File: config.mk
export PLATFORM = sky130hd
export DESIGN_NAME = owm_mode_ctrl
export DESIGN_NICKNAME = d
export VERILOG_FILES = /design/src/pkg/owm_pkg.sv /design/src/pkg/owm_wu_if.sv /design/src/core/owm_warmup_counter.sv /design/src/core/owm_mode_ctrl.sv
export SDC_FILE = /design/constraint.sdc
export NUM_CORES = 1
export LEC_CHECK = 0
export BUFFER_PORTS_ARGS = -buffer_cell sky130_fd_sc_hd__clkbuf_2
export CAP_MARGIN = 10
export CORE_UTILIZATION = 45
export DETAILED_ROUTE_END_ITERATION = 7
export GPL_TIMING_DRIVEN = 0
export HOLD_SLACK_MARGIN = 0.1
export PLACE_DENSITY = 0.72
export SLEW_MARGIN = 20
export SYNTH_ARGS = -nofsm -noshare
export SYNTH_HDL_FRONTEND = slang
export SYNTH_SLANG_ARGS = --single-unit
File: constraint.sdc
create_clock -name sys_clk -period 2.1 [get_ports sys_clk]
set_clock_uncertainty 0.05 [all_clocks]
set_input_delay 0.105 -clock sys_clk [delete_from_list [all_inputs] [get_ports sys_clk]]
set_output_delay 0.105 -clock sys_clk [all_outputs]
set_load 0.02 [all_outputs]
File: src/pkg/owm_pkg.sv
// constants and types for the oscillator warm-up and operation-mode control block
// assumes a single system clock; oscillator ticks arrive as synchronous enables
package owm_pkg;

    // register byte addresses on the apb bus
    localparam logic [11:0] ADDR_SYS2 = 12'h000;
    localparam logic [11:0] ADDR_WUC = 12'h004;
    localparam logic [11:0] ADDR_WCMP = 12'h008;
    localparam logic [11:0] ADDR_TBC = 12'h00C;
    localparam logic [11:0] ADDR_IEN = 12'h010;
    localparam logic [11:0] ADDR_STAT = 12'h014;

    // system_control_two field positions
    localparam int B_XEN = 0;
    localparam int B_LOW_OSC_ENABLE = 1;
    localparam int B_MAIN_CLOCK_SELECT = 2;
    localparam int B_IDLE = 3;
    localparam int B_HALT = 4;

    // warmup_control_reg field positions
    localparam int B_WSEL = 0;
    localparam int B_WDIV = 1;
    localparam int B_WABORT = 3;

    // time_base_control and interrupt_enable_reg positions
    localparam int B_TBEN = 0;
    localparam int B_IMF = 0;
    localparam int B_EFTB = 1;

    // status register positions
    localparam int B_SMODE = 0;
    localparam int B_SLOW = 3;
    localparam int B_SBUSY = 4;
    localparam int B_SCNT = 8;

    // reset values
    localparam logic XEN_RST = 1'b1;
    localparam logic [1:0] WDIV_RST = 2'h3;
    localparam logic [7:0] WCMP_RST = 8'h66;

    // counter geometry
    localparam int CNT_W = 14;
    localparam int CMP_W = 8;
    localparam int PRE_W = 3;

    // cycles the main clock switch-over takes after the select bit changes
    localparam int SW_CYCLES_DEF = 4;

    typedef enum logic [2:0] {
        M_SINGLE_NORMAL,
        M_SINGLE_IDLE,
        M_HALT_TB_ONLY,
        M_DUAL_NORMAL,
        M_DUAL_IDLE,
        M_SLOW_HF_ON,
        M_SLOW_HF_OFF,
        M_LF_SLEEP
    } owm_mode_t;

endpackage

File: src/pkg/owm_wu_if.sv
// carrier between the mode controller and its warm-up counter
// assumes both ends run on the same system clock
`timescale 1ns/1ns
interface owm_wu_if;
    logic start;
    logic abort;
    logic sel;
    logic [1:0] div;
    logic [7:0] cmp;
    logic hf_tick;
    logic lf_tick;
    logic busy;
    logic done;
    logic [7:0] count_hi;

    modport ctrl (output start, abort, sel, div, cmp, hf_tick, lf_tick,
                  input busy, done, count_hi);
    modport cnt (input start, abort, sel, div, cmp, hf_tick, lf_tick,
                 output busy, done, count_hi);
endinterface

File: src/core/owm_warmup_counter.sv
// software-started warm-up counter: source pick, 3-stage divider, 14-stage counter
// assumes oscillator ticks are one-cycle enables synchronous to sys_clk
`timescale 1ns/1ns
module owm_warmup_counter #(
    parameter int CW = owm_pkg::CNT_W,
    parameter int MW = owm_pkg::CMP_W
) (
    // clock, reset, enable
    input logic sys_clk,
    input logic srst,
    input logic ce,
    // link to controller
    owm_wu_if.cnt wu
);
    import owm_pkg::*;

    typedef struct packed {
        logic busy;
        logic src;
        logic [PRE_W-1:0] pre;
        logic [CW-1:0] cnt;
        logic done;
    } owm_wu_st_t;

    owm_wu_st_t s_r, s_nxt;
    logic tick;
    logic [PRE_W:0] mask4;
    logic [PRE_W-1:0] mask;
    logic [CW-1:0] cnt_inc;

    ////////////////////////////////////////////////////////////////////////////
    // next state: abort beats start, start beats counting
    always_comb begin
        s_nxt = s_r;
        s_nxt.done = 1'b0;
        tick = s_r.src ? wu.lf_tick : wu.hf_tick;
        mask4 = ((PRE_W+1)'(1) << wu.div) - (PRE_W+1)'(1);
        mask = mask4[PRE_W-1:0];
        cnt_inc = s_r.cnt + CW'(1);
        if (wu.abort) begin
            s_nxt.busy = 1'b0;
            s_nxt.cnt = '0;
            s_nxt.pre = '0;
        end else if (wu.start) begin
            s_nxt.busy = 1'b1;
            s_nxt.src = wu.sel;
            s_nxt.cnt = '0;
            s_nxt.pre = '0;
        end else if (s_r.busy && tick) begin
            if ((s_r.pre & mask) == mask) begin
                s_nxt.pre = '0;
                // compare on upper bits gives compare x 64 divided periods
                if (cnt_inc[CW-1:CW-MW] == wu.cmp) begin
                    s_nxt.done = 1'b1;
                    s_nxt.busy = 1'b0;
                    s_nxt.cnt = '0;
                end else begin
                    s_nxt.cnt = cnt_inc;
                end
            end else begin
                s_nxt.pre = s_r.pre + PRE_W'(1);
            end
        end
    end

    // state register, frozen while ce is low
    always_ff @(posedge sys_clk) begin
        if (srst) begin
            s_r <= '0;
        end else if (ce) begin
            s_r <= s_nxt;
        end
    end

    assign wu.busy = s_r.busy;
    assign wu.done = s_r.done;
    assign wu.count_hi = s_r.cnt[CW-1:CW-MW];
endmodule

File: src/core/owm_mode_ctrl.sv
// operation-mode and clock control with software warm-up, apb register slave
// assumes inputs synchronous to sys_clk; tb_src_clk is the time-base source level
`timescale 1ns/1ns
module owm_mode_ctrl #(
    parameter int SW_DELAY = owm_pkg::SW_CYCLES_DEF
) (
    // clock, reset, enable
    input logic sys_clk,
    input logic srst,
    input logic ce,
    // apb slave
    input logic psel,
    input logic penable,
    input logic pwrite,
    input logic [11:0] paddr,
    input logic [31:0] pwdata,
    output logic [31:0] prdata,
    output logic pready,
    output logic pslverr,
    // oscillator ticks and wake sources
    input logic hf_tick,
    input logic lf_tick,
    input logic tb_src_clk,
    input logic int_wake,
    // clock gating and mode outputs
    output logic cpu_clk_en,
    output logic wdt_clk_en,
    output logic periph_clk_en,
    output logic main_clk_low,
    output logic prescaler_run,
    output logic xtal_pins_dedicated,
    output logic high_osc_run,
    output logic low_osc_run,
    output owm_pkg::owm_mode_t op_mode,
    // event pulses into the interrupt latches
    output logic warmup_done_interrupt,
    output logic time_base_interrupt,
    output logic resume_isr
);
    import owm_pkg::*;

    typedef struct packed {
        logic high_osc_enable;
        logic low_osc_enable;
        logic main_clock_select;
        logic idle;
        logic halt;
        logic wsel;
        logic [1:0] wdiv;
        logic wabort;
        logic [7:0] wcmp;
        logic tben;
        logic master_interrupt_enable;
        logic eftb;
        owm_mode_t mode;
        logic clk_low;
        logic [7:0] sw_cnt;
        logic tb_q;
        logic tb_armed;
        logic tbt_set;
        logic res_isr;
        logic [31:0] rdata;
    } owm_st_t;

    owm_st_t s_r, s_nxt;
    owm_wu_if wu ();

    logic acc, wr, setup;
    logic mapped;
    logic wr_sys2;
    logic tb_fall;
    logic [31:0] rd;

    ////////////////////////////////////////////////////////////////////////////
    // apb decode: zero wait states, so pready follows ce
    assign setup = psel && !penable;
    assign acc = psel && penable;
    assign wr = acc && pwrite && ce;
    assign mapped = paddr == ADDR_SYS2 || paddr == ADDR_WUC || paddr == ADDR_WCMP ||
                    paddr == ADDR_TBC || paddr == ADDR_IEN || paddr == ADDR_STAT;
    assign pready = acc && ce;
    assign pslverr = acc && ce && !mapped;
    assign wr_sys2 = wr && paddr == ADDR_SYS2 && mapped;
    assign tb_fall = s_r.tb_q && !tb_src_clk;

    // start only on a rising enable, so rewriting a 1 does nothing
    assign wu.start = wr_sys2 && ((pwdata[B_XEN] && !s_r.high_osc_enable) ||
                                  (pwdata[B_LOW_OSC_ENABLE] && !s_r.low_osc_enable));
    assign wu.abort = s_r.wabort;
    assign wu.sel = s_r.wsel;
    assign wu.div = s_r.wdiv;
    assign wu.cmp = s_r.wcmp;
    assign wu.hf_tick = hf_tick;
    assign wu.lf_tick = lf_tick;

    owm_warmup_counter u_wu (
        .sys_clk(sys_clk),
        .srst(srst),
        .ce(ce),
        .wu(wu)
    );

    // read mux, captured in the setup cycle so prdata is a flop
    always_comb begin
        rd = '0;
        unique case (paddr)
            ADDR_SYS2: begin
                rd[B_XEN] = s_r.high_osc_enable;
                rd[B_LOW_OSC_ENABLE] = s_r.low_osc_enable;
                rd[B_MAIN_CLOCK_SELECT] = s_r.main_clock_select;
                rd[B_IDLE] = s_r.idle;
                rd[B_HALT] = s_r.halt;
            end
            ADDR_WUC: begin
                rd[B_WSEL] = s_r.wsel;
                rd[B_WDIV +: 2] = s_r.wdiv;
                rd[B_WABORT] = s_r.wabort;
            end
            ADDR_WCMP: rd[7:0] = s_r.wcmp;
            ADDR_TBC: rd[B_TBEN] = s_r.tben;
            ADDR_IEN: begin
                rd[B_IMF] = s_r.master_interrupt_enable;
                rd[B_EFTB] = s_r.eftb;
            end
            ADDR_STAT: begin
                rd[B_SMODE +: 3] = s_r.mode;
                rd[B_SLOW] = s_r.clk_low;
                rd[B_SBUSY] = wu.busy;
                rd[B_SCNT +: 8] = wu.count_hi;
            end
            default: rd = '0;
        endcase
    end

    ////////////////////////////////////////////////////////////////////////////
    // next state: register writes, clock switch-over, mode machine
    always_comb begin
        s_nxt = s_r;
        s_nxt.tbt_set = 1'b0;
        s_nxt.res_isr = 1'b0;
        s_nxt.wabort = 1'b0; // abort lives one cycle, then reads 0
        s_nxt.tb_q = tb_src_clk;
        if (setup) begin
            s_nxt.rdata = rd;
        end

        // software writes; abort leaves the enables alone
        if (wr_sys2) begin
            s_nxt.high_osc_enable = pwdata[B_XEN];
            s_nxt.low_osc_enable = pwdata[B_LOW_OSC_ENABLE];
            s_nxt.main_clock_select = pwdata[B_MAIN_CLOCK_SELECT];
            s_nxt.idle = pwdata[B_IDLE];
            s_nxt.halt = pwdata[B_HALT];
        end
        if (wr && paddr == ADDR_WUC) begin
            s_nxt.wsel = pwdata[B_WSEL];
            s_nxt.wdiv = pwdata[B_WDIV +: 2];
            s_nxt.wabort = pwdata[B_WABORT];
        end
        if (wr && paddr == ADDR_WCMP) begin
            s_nxt.wcmp = pwdata[7:0];
        end
        if (wr && paddr == ADDR_TBC) begin
            s_nxt.tben = pwdata[B_TBEN];
        end
        if (wr && paddr == ADDR_IEN) begin
            s_nxt.master_interrupt_enable = pwdata[B_IMF];
            s_nxt.eftb = pwdata[B_EFTB];
        end

        // switch-over lags the select bit; low side needs the low oscillator and
        // the gear side the high one, so slow-off and sleep hold the low clock
        if (s_r.main_clock_select != s_r.clk_low && (s_r.main_clock_select ? s_r.low_osc_enable :
                !(s_r.mode inside {M_SLOW_HF_OFF, M_LF_SLEEP}))) begin
            if (s_r.sw_cnt == 8'(SW_DELAY - 1)) begin
                s_nxt.clk_low = s_r.main_clock_select;
                s_nxt.sw_cnt = '0;
            end else begin
                s_nxt.sw_cnt = s_r.sw_cnt + 8'h01;
            end
        end else begin
            s_nxt.sw_cnt = '0;
        end

        unique case (s_r.mode)
            M_SINGLE_NORMAL: begin
                if (s_r.halt) begin
                    s_nxt.mode = M_HALT_TB_ONLY;
                    s_nxt.tb_armed = s_r.tben;
                end else if (s_r.idle) begin
                    s_nxt.mode = M_SINGLE_IDLE;
                end else if (s_r.low_osc_enable && !wu.busy) begin
                    s_nxt.mode = M_DUAL_NORMAL;
                end
            end
            M_SINGLE_IDLE: begin
                if (int_wake) begin
                    s_nxt.mode = M_SINGLE_NORMAL;
                    s_nxt.idle = 1'b0;
                    s_nxt.res_isr = s_r.master_interrupt_enable;
                end
            end
            M_HALT_TB_ONLY: begin
                // exit regardless of the time-base enable bit
                if (tb_fall) begin
                    s_nxt.mode = M_SINGLE_NORMAL;
                    s_nxt.halt = 1'b0;
                    if (s_r.tb_armed) begin
                        s_nxt.tbt_set = 1'b1;
                        s_nxt.res_isr = s_r.master_interrupt_enable && s_r.eftb;
                    end
                end
            end
            M_DUAL_NORMAL: begin
                if (s_nxt.clk_low) begin
                    s_nxt.mode = M_SLOW_HF_ON;
                end else if (s_r.idle) begin
                    s_nxt.mode = M_DUAL_IDLE;
                end else if (!s_r.low_osc_enable) begin
                    s_nxt.mode = M_SINGLE_NORMAL;
                end
            end
            M_DUAL_IDLE: begin
                if (int_wake) begin
                    s_nxt.mode = M_DUAL_NORMAL;
                    s_nxt.idle = 1'b0;
                    s_nxt.res_isr = s_r.master_interrupt_enable;
                end
            end
            M_SLOW_HF_ON: begin
                if (!s_nxt.clk_low) begin
                    s_nxt.mode = M_DUAL_NORMAL;
                end else if (!s_r.high_osc_enable) begin
                    s_nxt.mode = M_SLOW_HF_OFF;
                end
            end
            M_SLOW_HF_OFF: begin
                if (s_r.high_osc_enable && !wu.busy) begin
                    s_nxt.mode = M_SLOW_HF_ON;
                end else if (s_r.idle) begin
                    s_nxt.mode = M_LF_SLEEP;
                end
            end
            M_LF_SLEEP: begin
                if (int_wake) begin
                    s_nxt.mode = M_SLOW_HF_OFF;
                    s_nxt.idle = 1'b0;
                    s_nxt.res_isr = s_r.master_interrupt_enable;
                end
            end
        endcase
    end

    // state register; reset lands in single normal on the gear clock
    always_ff @(posedge sys_clk) begin
        if (srst) begin
            s_r <= '0;
            s_r.high_osc_enable <= XEN_RST;
            s_r.wdiv <= WDIV_RST;
            s_r.wcmp <= WCMP_RST;
            s_r.mode <= M_SINGLE_NORMAL;
        end else if (ce) begin
            s_r <= s_nxt;
        end
    end

    ////////////////////////////////////////////////////////////////////////////
    // output decode from registered state
    assign cpu_clk_en = s_r.mode == M_SINGLE_NORMAL || s_r.mode == M_DUAL_NORMAL ||
                        s_r.mode == M_SLOW_HF_ON || s_r.mode == M_SLOW_HF_OFF;
    assign wdt_clk_en = cpu_clk_en;
    assign periph_clk_en = s_r.mode != M_HALT_TB_ONLY;
    assign main_clk_low = s_r.clk_low;
    assign prescaler_run = !s_r.clk_low;
    // crystal pins stay general i/o until dual mode; hence early low enable
    assign xtal_pins_dedicated = !(s_r.mode == M_SINGLE_NORMAL ||
                                   s_r.mode == M_SINGLE_IDLE ||
                                   s_r.mode == M_HALT_TB_ONLY);
    assign high_osc_run = s_r.high_osc_enable;
    assign low_osc_run = s_r.low_osc_enable;
    assign op_mode = s_r.mode;
    assign prdata = s_r.rdata;
    assign warmup_done_interrupt = wu.done;
    assign time_base_interrupt = s_r.tbt_set;
    assign resume_isr = s_r.res_isr;
endmodule

==> results by group, run 1 <==
Run status
  – Status: complete, but fails checks
  – Failing checks: design-rule violations, negative setup slack

Power and ir drop
  – Pwr dens: 517 mW/mm^2
  – Final Power: around 2700 uW
  – Peak supply drop: ~0.00028 V
  – Lkg Pwr: between 0.002 and 0.0025 uW

Logic synthesis
  – Top cell type's share of synthesized area: a little over a third
  – Area leader, netlist: dfxtp_1
  – Synth Instances: between 500 and 600
  – Yosys warnings: 0
  – Register area share after synthesis: approximately a third
  – Synthesized flop and latch total: between 70 and 80
  – Fraction of registers with async set/reset: 0%
  – Largest cells by area after synthesis: dfxtp_1, buf_4, mux2i_1
  – Cell area after synthesis: 0.00413 sq mm
  – Syn avg cell area: 7.95 sq um
  – Post-synth EDFFs: 0
  – Netlist cell types: 68
  – Commonest cells in the netlist: dfxtp_1, nand2_1, nor2_1
  – Main flop type after synthesis: dfxtp_1

Worst setup path
  – Reg2reg path depth: 10
  – Critical Path, Cell by Cell: ha_4 > and4_4 > nand2_1 > o31ai_1 > nand4_1 > o311a_1 > buf_6 > buf_6 > nand3b_1 > nand3_1
  – Crit. End Element: flip-flop
  – Critical path class: reg -> reg
  – CP required: about 2.3 ns
  – Cell repeated most along the worst path: buf_6
  – Critical Path Max Stage Delay: around 0.4 ns
  – Max FO, Critical Path: 10
  – CP arrival: between 2 and 3 ns
  – CP max stage cell: o311a_1
  – Startpoint types: flip-flop

Final layout
  – Area growth syn-to-layout: 27.0%
  – Layout cell share with drive strength beyond 1: around 29%
  – Fin nets: roughly 700
  – Antenna diode count: 0
  – Fill cell count: 799

Worst hold path
  – HP Class: in -> reg
  – Hold depth: 4

STA
  – Setup_tns: -2.69 ns
  – Slew headroom: between 50 and 60%
  – RSZ-0062 raised after global routing: yes
  – Final hold vios: 0
  – Min cycle time layout: between 2 and 2.5 ns
  – Worst Slack Setup Final: -0.244 ns
  – Max-slew violation count: 0
  – Setup Viol. Count Final: 15
  – Worst-Margin Slew: 0.669 ns
  – Tcrit/Tclk final: 112%
  – Max frequency: around 430 MHz

Clocking
  – Clock root buffer: clkbuf_8
  – CTS Buf Count: 9
  – Clk slew on worst S/H paths: 0.08 ns
  – Worst skew pair latency: 0.35 ns
  – CTS Sinks: 72
  – CTS H-Tree Depth: 3
  – Clock buffer depth: 2
  – CTS tree: built

Detailed routing
  – Drt pass-1 iters: 7
  – Detail Route Antenna Nets: 0
  – Final WL: about 11 mm
  – Vias per cell: roughly 5.4
  – Vias: slightly above 4000
  – Initial DRC Count: between 200 and 300
  – Routed wire per std cell: about 15 microns
  – Residual DRC: 18

Flow run
  – MaxCap Viol Count: 0

Global route
  – Vias in the first global route: 3594
  – Initial antenna violation count: 0
  – Largest net degree at the start of global routing: 13
  – GRT Total Usage: a little under a quarter
  – First-pass GRT wire length: 17.5 mm
  – Gr ovfl total: 0

Die
  – Die area: between 0.009 and 0.01 sq mm
  – Core area: between 0.008 and 0.009 sq mm
  – Chip width: approximately 100 microns
  – Die Y: approximately 98 microns
  – Initial Util: about 47%
  – I/O pin total: between 100 and 150
  – # rows: 34

Placed design
  – Routability cong.: just under 0.9
  – Buffers on Ports: 59
  – Final HPWL DP: 7.84 mm
==> where the power goes <==
group | switching, uW | total [uW] | internal, uW | leakage (uW)
Combinational | 196 | 331 | 136 | 0.00153
Sequential | 10.4 | 1380 | 1370 | 0.000587
Clock | 540 | 1000 | 460 | 0.0000930
Total | 746 | 2710 | 1970 | 0.00221
==> layout by cell type, fill, tap and decap left out, drive strengths merged, types with 4 or more instances in the layout <==
cell type,count
inv,9
conb,16
nor3,14
nand3b,7
clkinv,6
nand4,7
xor2,8
nand3,34
nand2,72
and3,6
mux2i,29
a21oi,22
dfxtp,72
a31oi,5
xnor2,12
dlygate4sd3,12
buf,70
nor4,4
a221oi,5
o21ai,19
a22oi,5
clkbuf,83
nand2b,6
nor2,62
==> area by class of cell <==
type                            count  area [sq um]  share of cell area (%)
Clock inverter                      5          32.5                   0.620
Clock buffer                       11           141                    2.69
Sequential cell                    72          1460                    27.9
Inverter                           10          37.5                   0.715
Buffer                             65           452                    8.61
Tap cell                          108           135                    2.58
Timing Repair Buffer               89           551                    10.5
Multi-Input combinational cell    388          2440                    46.4
==> state kept, by name, indices dropped and copies added (netlist names) <==
signal,count
wu.sel,1
time_base_interrupt,1
resume_isr,1
low_osc_run,1
op_mode,3
wu.div,2
wu.abort,1
high_osc_run,1
u_wu.wu.busy,1
main_clk_low,1
u_wu.s_r,10
u_wu.wu.done,1
prdata,16
s_r,16
wu.cmp,8
u_wu.wu.count_hi,8
==> per-layer routing <==
metal	part of all wire, %	track usage [%]
met1	47	31.1
met2	46	37.0
met3	5.7	3.79
met4	1.6	8.04
met5	0	0
==> kinds of logic after synthesis <==
family / after synthesis / synth area share, %
AO/OA/AOI/OAI: 87 / 14.0
XOR/XNOR: 20 / 4.42
adder cells (fa/ha/maj): 3 / 0.909
buffers and inverters: 75 / 11.0
flip-flops: 72 / 34.9
multiplexers: 30 / 7.57
other: 1 / 0.0908
AND/OR/NAND/NOR: 232 / 27.1
==> final timing paths <==
kind	from	to	slack (ns)
worst min register to register	prdata[15]	prdata[15]	0.40
worst max register to register	u_wu.s_r[2]	u_wu.wu.count_hi[5]	-0.24
worst max-delay path	u_wu.s_r[2]	u_wu.wu.count_hi[5]	-0.24
worst min-delay path	paddr[4]	low_osc_run	0.09
==> worst max-delay path: cells and delay by family, from the launching register on <==
| kind | cells | cell delay, ns |
|---|---|---|
| buffers and inverters | 2 | 0.28 |
| flip-flops | 1 | 0.38 |
| AND/OR/NAND/NOR | 5 | 0.72 |
| AO/OA/AOI/OAI | 2 | 0.64 |
| adder cells (fa/ha/maj) | 1 | 0.16 |
==> repair_timing <==
| item | in CTS | in global routing |
|---|---|---|
| buffers inserted | 10 | 8 |
| hold buffers | 12 | 0 |
| pin swaps | 10 | 12 |
| endpoints found under the hold margin | 22 | 0 |
| gates resized for setup | 22 | 24 |
| setup endpoints to repair | 18 | 22 |
==> metrics by stage <==
| stage | setup slack [ns] | hold WS (ns) | utilization [%] | cells | instance area, sq um |
|---|---|---|---|---|---|
| detailed placement | -0.368 | 0.304 | 52.7 | 702 | 4640 |
| floorplan | -0.0573 | 0.173 | - | 535 | 4210 |
| finish | -0.244 | 0.0949 | 59.6 | 748 | 5250 |
| global placement | -0.289 | 0.300 | 52.7 | 702 | 4640 |
| CTS | -0.244 | 0.106 | 57.9 | 740 | 5100 |
| global route | -0.315 | 0.126 | 59.6 | 748 | 5250 |
(Power assumes the default switching activity.)
==> run 2: changes to the inputs <==
ABC_AREA = 1   (was default)
==> results by group, run 2 <==
Run status
  – Status: complete, no violations

Power and ir drop
  – Peak supply drop: 0.000575 V (+110%)
  – Pwr dens: 633 mW/mm^2 (+22%)
  – Lkg Pwr: 0.00240 uW (+8.7%)
  – Final Power: 3330 uW (+23%)

Final layout
  – Fill cell count: 912 (+14%)
  – Area of the multi-input gates: 0.00234 sq mm (-4.1%)
  – Layout cell share with drive strength beyond 1: 24.8% (-3.8 points)
  – Fin util: 57.3% (-2.3 points)
  – Area growth syn-to-layout: 23.8%
  – Antenna diode count: 0 (unchanged)
  – Fin nets: 777 (+12%)
  – Storage cell area: 0.00146 sq mm (-0.43%)
  – Commonest non-fill, non-tap cells in the layout: nand2_1, inv_1, dfxtp_1
  – Most common cell after layout, fill and taps aside: nand2_1

Logic synthesis
  – Top cell type's share of synthesized area: 33.9% (-1.0 points)
  – Synth Instances: 615 (+18%)
  – Area leader, netlist: dfxtp_1
  – Main flop type after synthesis: dfxtp_1
  – Commonest cells in the netlist: nand2_1, dfxtp_1, inv_1
  – Cell area after synthesis: 0.00426 sq mm (+3.0%)
  – Yosys warnings: 0 (unchanged)
  – Netlist cell types: 43 (-37%)
  – Fraction of registers with async set/reset: 0% (unchanged)
  – Largest cells by area after synthesis: dfxtp_1, nand2_1, a21oi_1
  – Count leader, synth: nand2_1
  – Syn avg cell area: 6.92 sq um (-13%)
  – Register area share after synthesis: 33.9% (-1.0 points)
  – Post-synth EDFFs: 0 (unchanged)
  – Synthesized flop and latch total: 72 (unchanged)

Worst hold path
  – HP Class: in -> reg
  – Hold depth: 4 (unchanged)
  – Hold path endpoint: s_r[64]
  – Hold wc startpoint: int_wake

Worst setup path
  – Critical path class: reg -> reg
  – Crit. End Element: flip-flop
  – Max FO, Critical Path: 5 (-5)
  – Startpoint types: flip-flop
  – RR Endpoint: u_wu.wu.count_hi[3]
  – FF-to-FF Start: u_wu.s_r[1]
  – CP max stage cell: dfxtp_4
  – Flop2flop setup slack: 0.1 ns (+0.34 ns)
  – Cell repeated most along the worst path: nand2_1
  – Critical Path Max Stage Delay: 0.37 ns (-0.04 ns)
  – CP arrival: 2.18 ns (-0.34 ns)
  – Reg2reg path depth: 14 (+4)
  – CP required: 2.28 ns (about the same)
  – Critical Path, Cell by Cell: ha_4 > nand2_2 > nor2_4 > buf_12 > nand2_1 > nand2_1 > nand3_1 > nand2_1 > nand2_2 > nor2_4 > nand3_4 > clkbuf_16 > nand4_1 > a21oi_1

Clocking
  – Worst skew pair latency: 0.36 ns (about the same)
  – Clock root buffer: clkbuf_8
  – CTS Sinks: 72 (unchanged)
  – CTS Buf Count: 9 (unchanged)
  – Clock buffer depth: 2 (unchanged)
  – Clk slew on worst S/H paths: 0.08 ns (about the same)
  – CTS tree: built
  – CTS H-Tree Depth: 3 (unchanged)

Placed design
  – Final HPWL DP: 8.76 mm (+12%)
  – Routability cong.: 0.899 (+3.0%)
  – Worst slack, placed: -0.0304 ns (+0.338 ns)
  – Buffers on Ports: 61 (+3.4%)

Detailed routing
  – Initial DRC Count: 230 (-10%)
  – Vias per cell: 5.29 (-1.9%)
  – Detail Route Antenna Nets: 0 (unchanged)
  – Final WL: 11.8 mm (+8.3%)
  – Residual DRC: 0 (-18)
  – Drt pass-1 iters: 5 (-2)
  – Routed wire per std cell: 14.1 microns (-3.1%)
  – Vias: 4426 (+9.7%)

Global route
  – Gr ovfl total: 0 (unchanged)
  – Largest net degree at the start of global routing: 13 (unchanged)
  – Vias in the first global route: 4044 (+13%)
  – Initial antenna violation count: 0 (unchanged)
  – GRT Total Usage: 24.0% (+1.1 points)
  – First-pass GRT wire length: 18.7 mm (+7.3%)

Die
  – Initial Util: 46.3% (-0.64 points)
  – Chip width: 99.2 microns (+1.5%)
  – # rows: 35 (+2.9%)
  – Core area: 0.00920 sq mm (+4.4%)
  – Die Y: 99.2 microns (+1.5%)
  – I/O pin total: 102 (unchanged)
  – Die area: 0.00985 sq mm (+2.9%)

STA
  – Min cycle time layout: 2.00 ns (-0.343 ns)
  – Slew headroom: 61.3% (+5.9 points)
  – Setup Viol. Count Final: 0 (-15)
  – Final hold vios: 0 (unchanged)
  – Worst-Margin Slew: 0.580 ns (-0.0887 ns)
  – Worst Slack Setup Final: 0.0985 ns (+0.343 ns)
  – Max frequency: 500 MHz (+17%)
  – Hold WS: 0.151 ns (+0.0560 ns)
  – Max-slew violation count: 0 (unchanged)
  – Setup_tns: 0 ns (+2.69 ns)
  – Tcrit/Tclk final: 95.3% (-16 points)

Flow run
  – MaxCap Viol Count: 0 (unchanged)
-- run 2: how the worst max path moves through the flow --
stage / slack (ns) / start / cells past startpoint / to
2_1_floorplan: 0.28 / u_wu.s_r[2] / 13 / u_wu.wu.count_hi[0]
5_1_grt: -0.04 / u_wu.s_r[6] / 12 / u_wu.wu.count_hi[2]
3_5_place_dp: -0.03 / u_wu.s_r[2] / 13 / u_wu.wu.count_hi[2]
6_report: 0.1 / u_wu.s_r[1] / 14 / u_wu.wu.count_hi[3]
4_1_cts: 0.01 / u_wu.s_r[2] / 13 / u_wu.wu.count_hi[2]
3_3_place_gp: 0.004 / u_wu.s_r[2] / 13 / u_wu.wu.count_hi[2]
-- run 2: cell families (layout without fill, tap and decap cells) --
logic type | count (synthesis) | in the layout | synth area share, %
simple gates | 270 | 270 | 31.0
compound gates | 133 | 133 | 17.4
buf+inv | 128 | 223 | 15.1
flops | 72 | 72 | 33.9
xor+xnor | 8 | 8 | 1.65
fa+ha+maj | 3 | 3 | 0.882
other cells | 1 | 16 | 0.0881
-- run 2: layout make-up --
cell class / count / area share (%)
Sequential cell: 72 / 27.7
Clock inverter: 4 / 0.546
Multi-Input combinational cell: 430 / 44.4
Buffer: 53 / 6.87
Timing Repair Buffer: 79 / 9.53
Tap cell: 111 / 2.64
Clock buffer: 12 / 2.95
Inverter: 75 / 5.44
-- run 2: layer usage --
metal | vias to the layer above | track usage, % | part of all wire, %
met1 | 2020 | 29.2 | 41
met4 | 0 | 8.60 | 2.9
met3 | 38 | 5.20 | 6.2
met5 | - | 0 | 0
li1 | 2212 | - | -
met2 | 156 | 41.9 | 49
-- run 2: worst max-delay path, delay by kind of cell (launching register included) --
kind,cells,cell delay (ns)
compound gates,1,0.06
simple gates,10,0.92
buf+inv,2,0.31
flops,1,0.37
fa+ha+maj,1,0.16
-- run 2: metrics by stage --
| stage | instance area, sq um | instances |
|---|---|---|
| after floorplan | 4310 | 630 |
| after global placement | 4760 | 802 |
| after detailed placement | 4760 | 802 |
| after CTS | 5050 | 829 |
| after global routing | 5270 | 836 |
| final | 5270 | 836 |
-- run 2: what timing repair did --
action                     CTS  global route
setup endpoints to repair    9            18
hold endpoints to repair    24             0
pin swaps                    0            11
hold buffers                11             0
gates resized for setup      2            36
setup buffers                0             6
cloned                       0             1
-- run 2: power breakdown --
| group | total, uW | switching [uW] | internal (uW) |
|---|---|---|---|
| Clock | 1050 | 552 | 494 |
| Combinational | 825 | 522 | 303 |
| Sequential | 1460 | 56.9 | 1400 |
| Total | 3330 | 1130 | 2200 |
